**src/core/dopc_pkg.sv**
```systemverilog
// constants, field layouts and carriers of the dual output modulator
package dopc_pkg;
    // register addresses on the special function bus
    localparam logic [7:0] ADDR_CTRL   = 8'hae;
    localparam logic [7:0] ADDR_A_LOW  = 8'hb1;
    localparam logic [7:0] ADDR_A_HIGH = 8'hb2;
    localparam logic [7:0] ADDR_B_LOW  = 8'hb3;
    localparam logic [7:0] ADDR_B_HIGH = 8'hb4;
    localparam logic [7:0] CTRL_RESET  = 8'h00;
    localparam logic [15:0] DATA_RESET = 16'h0000;

    // mode codes
    typedef enum logic [2:0] {
        MODE_OFF   = 3'b000,
        MODE_VAR   = 3'b001,
        MODE_TWIN8 = 3'b010,
        MODE_TWIN16 = 3'b011,
        MODE_NRZ   = 3'b100,
        MODE_DUAL8 = 3'b101,
        MODE_RZ    = 3'b110,
        MODE_RSVD  = 3'b111
    } dopc_mode_t;

    // clock source codes
    localparam logic [1:0] SRC_NONE = 2'b00;
    localparam logic [1:0] SRC_DIV  = 2'b01;
    localparam logic [1:0] SRC_EXT  = 2'b10;
    localparam logic [1:0] SRC_OSC  = 2'b11;

    // prescaler terminal counts for /1, /4, /16, /64
    localparam logic [5:0] PRE_LIM1  = 6'h00;
    localparam logic [5:0] PRE_LIM4  = 6'h03;
    localparam logic [5:0] PRE_LIM16 = 6'h0f;
    localparam logic [5:0] PRE_LIM64 = 6'h3f;

    // oscillator divide factor is 32 shifted by the code, max code 5
    localparam logic [10:0] DIV_BASE    = 11'h020;
    localparam logic [2:0]  DIV_MAXCODE = 3'h5;

    // control register layout, msb first
    typedef struct packed {
        logic       single_output_off;
        dopc_mode_t mode;
        logic [1:0] prescale;
        logic [1:0] clock_source;
    } dopc_ctrl_t;

    // one output pin: level and active-low drive enable
    typedef struct packed {
        logic val;
        logic oe_n;
    } dopc_pin_t;
endpackage : dopc_pkg

```
**src/core/dopc_top.sv**
```systemverilog
// dual output pulse-width / sigma-delta modulator with its sfr port
module dopc_top
    import dopc_pkg::*;
(
    input  wire logic       mclk,
    input  wire logic       rst,
    input  wire logic       sfr_wr,
    input  wire logic [7:0] sfr_addr,
    input  wire logic [7:0] sfr_wdata,
    output logic      [7:0] sfr_rdata,
    input  wire logic [2:0] cfg_divide_code,
    input  wire logic       cfg_pin_alt,
    input  wire logic       timer_zero_input,
    output dopc_pin_t       output_a_pin_primary,
    output dopc_pin_t       output_b_pin_primary,
    output dopc_pin_t       output_a_pin_alternate,
    output dopc_pin_t       output_b_pin_alternate
);
    dopc_ctrl_t  ctrl;              // pwm_control register
    logic [15:0] reg_a, reg_b;      // committed data pairs
    logic [7:0]  hold_a, hold_b;    // hidden low-byte holding
    logic [15:0] act_a, act_b;      // values used by current cycle
    logic [15:0] cnt;               // modulator counter
    logic [9:0]  div_cnt;           // oscillator divider
    logic [5:0]  pre_cnt;           // prescaler
    logic        ext_q;             // previous external level
    logic [15:0] acc_a, acc_b;      // sigma-delta accumulators
    logic        sd_a, sd_b;        // sigma-delta output bits

    // bus decode
    wire ctrl_wr = sfr_wr && sfr_addr == ADDR_CTRL;
    wire a_lo_wr = sfr_wr && sfr_addr == ADDR_A_LOW;
    wire a_hi_wr = sfr_wr && sfr_addr == ADDR_A_HIGH;
    wire b_lo_wr = sfr_wr && sfr_addr == ADDR_B_LOW;
    wire b_hi_wr = sfr_wr && sfr_addr == ADDR_B_HIGH;
    wire dopc_mode_t mode = ctrl.mode;
    // 8-bit modes take the low byte at once; 16-bit modes hold it
    wire mode8 = mode == MODE_TWIN8 || mode == MODE_DUAL8;

    // source selection; code 00 has no clock and stalls the counter
    wire [2:0]  div_code = cfg_divide_code > DIV_MAXCODE ?
                           DIV_MAXCODE : cfg_divide_code;
    wire [9:0]  div_lim  = 10'((DIV_BASE << div_code) - 11'h001);
    wire        ext_rise = timer_zero_input && !ext_q;
    wire        src_tick = ctrl.clock_source == SRC_OSC ? 1'b1 :
                           ctrl.clock_source == SRC_EXT ? ext_rise :
                           ctrl.clock_source == SRC_DIV ?
                           div_cnt == div_lim : 1'b0;
    wire [5:0]  pre_lim  = ctrl.prescale == 2'b00 ? PRE_LIM1 :
                           ctrl.prescale == 2'b01 ? PRE_LIM4 :
                           ctrl.prescale == 2'b10 ? PRE_LIM16 :
                           PRE_LIM64;
    wire        tick     = src_tick && pre_cnt == pre_lim;
    // return-to-zero: low during the second half of a counter clock; never low at prescale /1
    wire        rz_low   = pre_cnt > (pre_lim >> 1);

    // period ends per mode
    wire wrap_lo  = cnt[7:0] >= act_b[7:0];
    wire wrap_hi  = cnt[15:8] >= act_b[15:8];
    // a zero period in mode one wraps at ffff, the full 65536 range
    wire wrap_all = mode == MODE_VAR   ? cnt >= act_b - 16'h0001 :
                    mode == MODE_TWIN8 ? wrap_lo :
                    cnt == 16'hffff;
    wire cycle_end = tick && (mode == MODE_DUAL8 ? wrap_lo : wrap_all);
    wire [15:0] next_cnt =
        mode == MODE_DUAL8 ?
        {wrap_hi ? 8'h00 : cnt[15:8] + 8'h01,
         wrap_lo ? 8'h00 : cnt[7:0] + 8'h01} :
        wrap_all ? 16'h0000 : cnt + 16'h0001;
    wire [16:0] sum_a = {1'b0, acc_a} + {1'b0, act_a};
    wire [16:0] sum_b = {1'b0, acc_b} + {1'b0, act_b};

    // waveform per mode
    wire next_val_a =
        mode == MODE_TWIN8  ? cnt[7:0] < act_a[7:0] :
        mode == MODE_TWIN16 ? cnt < act_a :
        mode == MODE_NRZ    ? sd_a :
        mode == MODE_DUAL8  ? cnt[7:0] < act_a[7:0] :
        mode == MODE_RZ     ? sd_a && !rz_low : 1'b0;
    wire next_val_b =
        mode == MODE_VAR    ? cnt < act_a :
        mode == MODE_TWIN8  ? cnt[7:0] >= act_b[15:8] &&
                              cnt[7:0] < act_a[15:8] :
        mode == MODE_TWIN16 ? cnt < act_b :
        mode == MODE_NRZ    ? sd_b :
        mode == MODE_DUAL8  ? cnt[15:8] < act_a[15:8] :
        mode == MODE_RZ     ? sd_b && !rz_low : 1'b0;
    // modes 0 and 7 drive nothing; mode 1 leaves the first pin alone
    wire next_drv_b = mode != MODE_OFF && mode != MODE_RSVD;
    wire next_drv_a = next_drv_b && mode != MODE_VAR &&
                      !ctrl.single_output_off;
    wire [7:0] next_rdata =
        sfr_addr == ADDR_CTRL   ? ctrl :
        sfr_addr == ADDR_A_LOW  ? reg_a[7:0] :
        sfr_addr == ADDR_A_HIGH ? reg_a[15:8] :
        sfr_addr == ADDR_B_LOW  ? reg_b[7:0] :
        sfr_addr == ADDR_B_HIGH ? reg_b[15:8] : 8'h00;

    // software registers; low bytes wait in the holding register, except in 8-bit modes where they also land at once
    always_ff @(posedge mclk or posedge rst) begin
        if (rst) begin
            ctrl   <= CTRL_RESET;
            reg_a  <= DATA_RESET;
            reg_b  <= DATA_RESET;
            hold_a <= 8'h00;
            hold_b <= 8'h00;
        end else begin
            if (ctrl_wr) ctrl <= sfr_wdata;
            if (a_lo_wr) hold_a <= sfr_wdata;
            if (b_lo_wr) hold_b <= sfr_wdata;
            if (a_lo_wr && mode8) reg_a[7:0] <= sfr_wdata;
            if (b_lo_wr && mode8) reg_b[7:0] <= sfr_wdata;
            if (a_hi_wr) reg_a <= {sfr_wdata, hold_a};
            if (b_hi_wr) reg_b <= {sfr_wdata, hold_b};
        end
    end

    // clock chain and counter; a control write restarts everything
    always_ff @(posedge mclk or posedge rst) begin
        if (rst) begin
            div_cnt <= 10'h000;
            pre_cnt <= 6'h00;
            cnt     <= 16'h0000;
            ext_q   <= 1'b0;
        end else begin
            ext_q   <= timer_zero_input;
            div_cnt <= ctrl_wr || div_cnt >= div_lim ? 10'h000 :
                       div_cnt + 10'h001;
            if (ctrl_wr) begin
                pre_cnt <= 6'h00;
                cnt     <= 16'h0000;
            end else if (src_tick) begin
                pre_cnt <= tick ? 6'h00 : pre_cnt + 6'h01;
                if (tick) cnt <= next_cnt;
            end
        end
    end

    // new data only at a cycle boundary or a control write, so a running cycle finishes, except output b's high-byte cycle in mode 5, cut at the low-byte wrap
    always_ff @(posedge mclk or posedge rst) begin
        if (rst) begin
            act_a <= DATA_RESET;
            act_b <= DATA_RESET;
            acc_a <= 16'h0000;
            acc_b <= 16'h0000;
            sd_a  <= 1'b0;
            sd_b  <= 1'b0;
        end else begin
            if (ctrl_wr || cycle_end) begin
                act_a <= reg_a;
                act_b <= reg_b;
            end
            if (ctrl_wr) begin
                acc_a <= 16'h0000;
                acc_b <= 16'h0000;
                sd_a  <= 1'b0;
                sd_b  <= 1'b0;
            end else if (tick) begin
                acc_a <= sum_a[15:0];
                acc_b <= sum_b[15:0];
                sd_a  <= sum_a[16];
                sd_b  <= sum_b[16];
            end
        end
    end

    // pin stage: all outputs leave from flops, steered to one pair
    always_ff @(posedge mclk or posedge rst) begin
        if (rst) begin
            sfr_rdata              <= 8'h00;
            output_a_pin_primary   <= 2'b01;
            output_b_pin_primary   <= 2'b01;
            output_a_pin_alternate <= 2'b01;
            output_b_pin_alternate <= 2'b01;
        end else begin
            sfr_rdata <= next_rdata;
            output_a_pin_primary <=
                {next_val_a, !(next_drv_a && !cfg_pin_alt)};
            output_b_pin_primary <=
                {next_val_b, !(next_drv_b && !cfg_pin_alt)};
            output_a_pin_alternate <=
                {next_val_a, !(next_drv_a && cfg_pin_alt)};
            output_b_pin_alternate <=
                {next_val_b, !(next_drv_b && cfg_pin_alt)};
        end
    end

    // checks
    property p_off;
        @(posedge mclk) disable iff (rst)
        (mode == MODE_OFF || mode == MODE_RSVD) |=>
        output_a_pin_primary.oe_n && output_b_pin_primary.oe_n &&
        output_a_pin_alternate.oe_n && output_b_pin_alternate.oe_n;
    endproperty
    a_off: assert property (p_off) else $error("pins driven when off");
    property p_var_pin;
        @(posedge mclk) disable iff (rst)
        mode == MODE_VAR |=> output_a_pin_primary.oe_n &&
        output_a_pin_alternate.oe_n;
    endproperty
    a_var_pin: assert property (p_var_pin)
        else $error("first pin driven in mode one");
    property p_single;
        @(posedge mclk) disable iff (rst)
        ctrl.single_output_off |=> output_a_pin_primary.oe_n &&
        output_a_pin_alternate.oe_n;
    endproperty
    a_single: assert property (p_single)
        else $error("first pin driven while freed");
    property p_clear;
        @(posedge mclk) disable iff (rst)
        ctrl_wr |=> cnt == 16'h0000 && pre_cnt == 6'h00;
    endproperty
    a_clear: assert property (p_clear)
        else $error("counter not cleared");
    property p_div4;
        @(posedge mclk) disable iff (rst || ctrl_wr)
        tick && ctrl.prescale == 2'b01 && ctrl.clock_source == SRC_OSC
        |=> !tick [*3] ##1 tick;
    endproperty
    a_div4: assert property (p_div4) else $error("divide by 4 broken");
    property p_hold;
        @(posedge mclk) disable iff (rst)
        a_lo_wr && !mode8 |=> reg_a == $past(reg_a) &&
        hold_a == $past(sfr_wdata);
    endproperty
    a_hold: assert property (p_hold) else $error("low byte not held");
    property p_commit;
        @(posedge mclk) disable iff (rst)
        a_hi_wr |=> reg_a == {$past(sfr_wdata), $past(hold_a)};
    endproperty
    a_commit: assert property (p_commit) else $error("commit wrong");
    property p_keep;
        @(posedge mclk) disable iff (rst)
        !cycle_end && !ctrl_wr |=> act_b == $past(act_b);
    endproperty
    a_keep: assert property (p_keep)
        else $error("value changed mid cycle");
    property p_alt;
        @(posedge mclk) disable iff (rst)
        cfg_pin_alt |=> output_a_pin_primary.oe_n &&
        output_b_pin_primary.oe_n;
    endproperty
    a_alt: assert property (p_alt) else $error("primary pair driven");
    property p_twin16;
        @(posedge mclk) disable iff (rst)
        mode == MODE_TWIN16 |=>
        output_b_pin_primary.val == ($past(cnt) < $past(act_b));
    endproperty
    a_twin16: assert property (p_twin16)
        else $error("twin16 level wrong");
    c_end:   cover property (@(posedge mclk) cycle_end && mode == MODE_VAR);
    c_sd:    cover property (@(posedge mclk) tick && sd_a && mode == MODE_NRZ);
    c_twin8: cover property (@(posedge mclk) cycle_end && mode == MODE_TWIN8);
    c_rz:    cover property (@(posedge mclk) tick && sd_b && mode == MODE_RZ);
    c_dual8: cover property (@(posedge mclk) cycle_end && mode == MODE_DUAL8);
endmodule // dopc_top

```
**config.mk**
```make
export PLATFORM = sky130hd
export DESIGN_NAME = dopc_top
export DESIGN_NICKNAME = d
export VERILOG_FILES = /design/src/core/dopc_pkg.sv /design/src/core/dopc_top.sv
export SDC_FILE = /design/constraint.sdc
export NUM_CORES = 1
export LEC_CHECK = 0
export ABC_AREA = 0
export ABC_CLOCK_PERIOD_IN_PS = 6680
export BUFFER_PORTS_ARGS = -buffer_cell sky130_fd_sc_hd__clkbuf_2
export CAP_MARGIN = 10
export CORE_UTILIZATION = 60
export DETAILED_ROUTE_END_ITERATION = 8
export PLACE_DENSITY = 0.77
export SYNTH_ARGS = -nofsm -noshare
export SYNTH_HDL_FRONTEND = slang
export SYNTH_SLANG_ARGS = --single-unit
```
**constraint.sdc**
```tcl
create_clock -name mclk -period 6.68 [get_ports mclk]
set_input_delay 0.668 -clock mclk [delete_from_list [all_inputs] [get_ports mclk]]
set_output_delay 0.668 -clock mclk [all_outputs]
set_load 0.01 [all_outputs]
```
==> key figures <==
Cells and area
  – Antenna Cells: 0
  – Most frequent cells in the layout: dfrtp_1, nand2_1, ha_1
  – Layout Area Growth over Synthesis: 8.95%
  – Commonest non-fill, non-tap cell in the layout: dfrtp_1
  – # nets final: 1,337
  – Layout cell share with drive strength beyond 1: 11.2%
  – Fin area: 0.0119 mm^2

STA
  – Period utilisation layout: 61.3%
  – Final setup violation count: 0
  – Max-slew violation count: 0
  – TNS Setup: 0 ps
  – Clock period minus worst slack: 4100 ps
  – FMAX: 244 MHz
  – Skew final: 8.90 ps
  – RSZ-0062 raised after global routing: false
  – Worst-margin pin slew: 1120 ps
  – Worst relative slew slack: 24.6%
  – Hold Fails Final Rpt: 0

Placed design
  – PortBufs: 39
  – RD Place Congestion: 0.983
  – Dpl cell area: 0.0112 mm^2
  – Final HPWL DP: 19.4 mm

Global routing
  – Initial antenna violation count: 0
  – Pin count of the biggest net entering global routing: 89
  – GR Overflow Total: 0
  – Number of global-route vias before repair: 8,431
  – Gr usage total: 31.9%
  – First-pass GRT wire length: 45.2 mm

Clock network
  – Post-CTS setup buffer count: 0
  – Worst-path clk slew: 70 ps
  – Hold_buf cts: 0
  – Cts repair resizes: 0
  – Clock root cell: clkbuf_16
  – Clk buf depth: 2
  – Clock Latency Late Sink: 430 ps
  – CTS HTree Levels: 4
  – Clk sinks: 169
  – CTS buffer count: 17
  – TritonCTS clock tree: done

Synth
  – Post-Syn Area: 0.0109 mm^2
  – Mapped Nets: 1,315
  – Post-synth EDFFs: 0
  – FFs w/ async S/R, synth: 100%
  – Average size of a mapped cell: 9.23 um^2
  – Cells after synthesis: 1,178
  – Unique masters post-synth: 68
  – Ys Warns: 0
  – Synth Register Bits: 169
  – Seq/Total Area, Yosys: 38.9%
  – Post-synth top flop: dfrtp_1

Critical path
  – RR Startpoint: act_b[0]$_DFFE_PP0P_
  – Worst-path maximum fanout: 32
  – Max incr delay on CP: 490 ps
  – Required @ worst endpoint: 6990 ps
  – Critical Path AT: 4410 ps
  – Setup crit start kind: flop
  – CP most frequent cell: o21ai_0
  – WS Path Type: flop to flop
  – CP Cell Sequence: nor3_1 > nand2_1 > nor4_1 > nand2_1 > nor3_1 > xnor2_1 > ha_1 > a21oi_1 > o21ai_0 > o21ai_0 > o21ai_0 > nand2b_1 > o21ai_2 > buf_4 > a221o_1
  – CP Capture Type: flop
  – Crit-path slowest cell: nor4_1
  – Critical Path Source: act_b[0]$_DFFE_PP0P_

Detailed routing
  – Met3 routed WL: 2.13 mm
  – Post-DRT Antenna Nets: 0
  – Initial DRC Count: 807
  – Met1 Wirelength: 12.1 mm
  – WL final: 28.2 mm
  – Top Metal Used: met4
  – TritonRoute pass-1 iters: 6
  – WL per Instance: 19.6 um
  – WL met2: 13.0 mm
  – Vias/cell: 6.40
  – # DRC: 0
  – Routed vias: 9,197

Run status
  – Outcome: finished, final reports clean

Floorplan
  – Die Width: 137 um
  – Initial Util: 62.2%
  – Core footprint: 0.0175 mm^2
  – Die height: 137 um
  – IO Pins: 40
  – Row count: 48
  – Die ar.: 0.0187 mm^2

Pwr
  – Worst VDD drop: 0.264 mV
  – Post-layout power: 2.39 mW
  – Leakage: 5.73 nW
  – Pwr per Cell Area: 201 mW/mm^2

Hold path
  – Worst hold path class: primary input to flop
  – Hold path start: timer_zero_input

Flow run
  – Max Cap Viol: 0
worst paths after layout:
path                                        end  slack [ps]  cells past startpoint
min in group asynchronous   cnt[15]$_DFFE_PP0P_         390                      2
min                             ext_q$_DFF_PP0_         350                      1
max reg2reg                act_b[2]$_DFFE_PP0P_        2580                     15
min reg2reg                div_cnt[0]$_DFF_PP0_         490                      1
max in group asynchronous  reg_b[3]$_DFFE_PP0P_        4700                      3
max                        act_b[2]$_DFFE_PP0P_        2580                     15
report_power, final:
part           switching, mW  internal, mW
combinational          0.135         0.107
clock                  0.486         0.507
sequential            0.0705          1.08
critical path, delay by kind of cell, from the launching register on:
kind                       cells  cell delay [ps]
adders and majority gates      1              260
buffers and inverters          1              260
and+or+nand+nor                6             1640
AOI/OAI and AO/OA              6             1230
xor gates and xnor gates       1              150
DFF                            1              440
stage by stage:
step	instances	hold slack (ps)	utilization (%)	setup WS, ps
global placement	1405	472	64.3	2080
detailed placement	1405	484	64.3	2010
global route	1438	340	67.8	2280
CTS	1437	341	67.7	1980
floorplan	1178	448	-	1440
finish	1438	348	67.8	2580
cells in the mapped netlist, drive strengths merged, types with 3 or more instances:
cell type	n	share of area [%]
buf	14	0.78
mux2	32	3.3
nand3	25	1.2
a2111oi	3	0.24
dfstp	4	0.97
or2	3	0.17
o21ai	71	3.3
dfrtp	165	38
nand4	17	0.98
nand2b	15	0.86
a31oi	18	1.1
o211ai	4	0.40
nor3	25	1.2
clkbuf	32	1.1
nor3b	3	0.25
a211oi	13	0.90
xor2	14	1.1
nor4b	3	0.24
a221oi	3	0.24
ha	111	13
and2	4	0.23
a221o	32	2.9
o21a	10	0.69
mux2i	17	1.6
a32o	3	0.28
a21o	14	0.97
nor2b	21	1.2
nand2	134	4.6
a21oi	86	4.0
nor2	100	3.5
xnor2	36	2.9
inv	53	1.8
a31o	3	0.24
and3	41	2.4
a21boi	4	0.28
or3	6	0.35
and4	5	0.40
nor4	9	0.52
area by class of cell:
class | count | area [um^2]
clock buffers | 17 | 425
clock inverters | 15 | 175
fillers | 1337 | 5630
inverters | 53 | 204
multi-input cells | 910 | 6250
flip-flops and latches | 169 | 4230
well taps | 225 | 282
repair buffers | 49 | 278
per-layer routing:
| metal | vias to the layer above | track usage, % |
|---|---|---|
| met3 | 64 | 5.44 |
| met2 | 399 | 50.6 |
| met4 | 0 | 13.6 |
| met5 | - | 0 |
| li1 | 4305 | - |
| met1 | 4429 | 43.0 |
state kept, by name, summed over array words and instances, names as in the netlist:
register and cells:
acc_a 16, acc_b 16, act_a 16, act_b 16, cnt 16, reg_a 16, reg_b 16, div_cnt 10
hold_a 8, hold_b 8, sfr_rdata 8, pre_cnt 6, ctrl 5, mode 3, output_a_pin_alternate 2, output_b_pin_alternate 2
ext_q 1, output_a_pin_primary 1, output_b_pin_primary 1, sd_a 1, sd_b 1
kinds of logic (layout without fill, tap and decap cells):
group | count (synthesis) | after routing | synth area share [%]
adder cells (fa/ha/maj) | 113 | 113 | 13.1
buffers and inverters | 99 | 134 | 3.72
flip-flops | 169 | 169 | 38.9
AND/OR/NAND/NOR | 417 | 417 | 18.5
AO/OA/AOI/OAI | 281 | 281 | 16.8
multiplexers | 49 | 49 | 4.88
XOR/XNOR | 50 | 50 | 4.03
(Power assumes the default switching activity.)
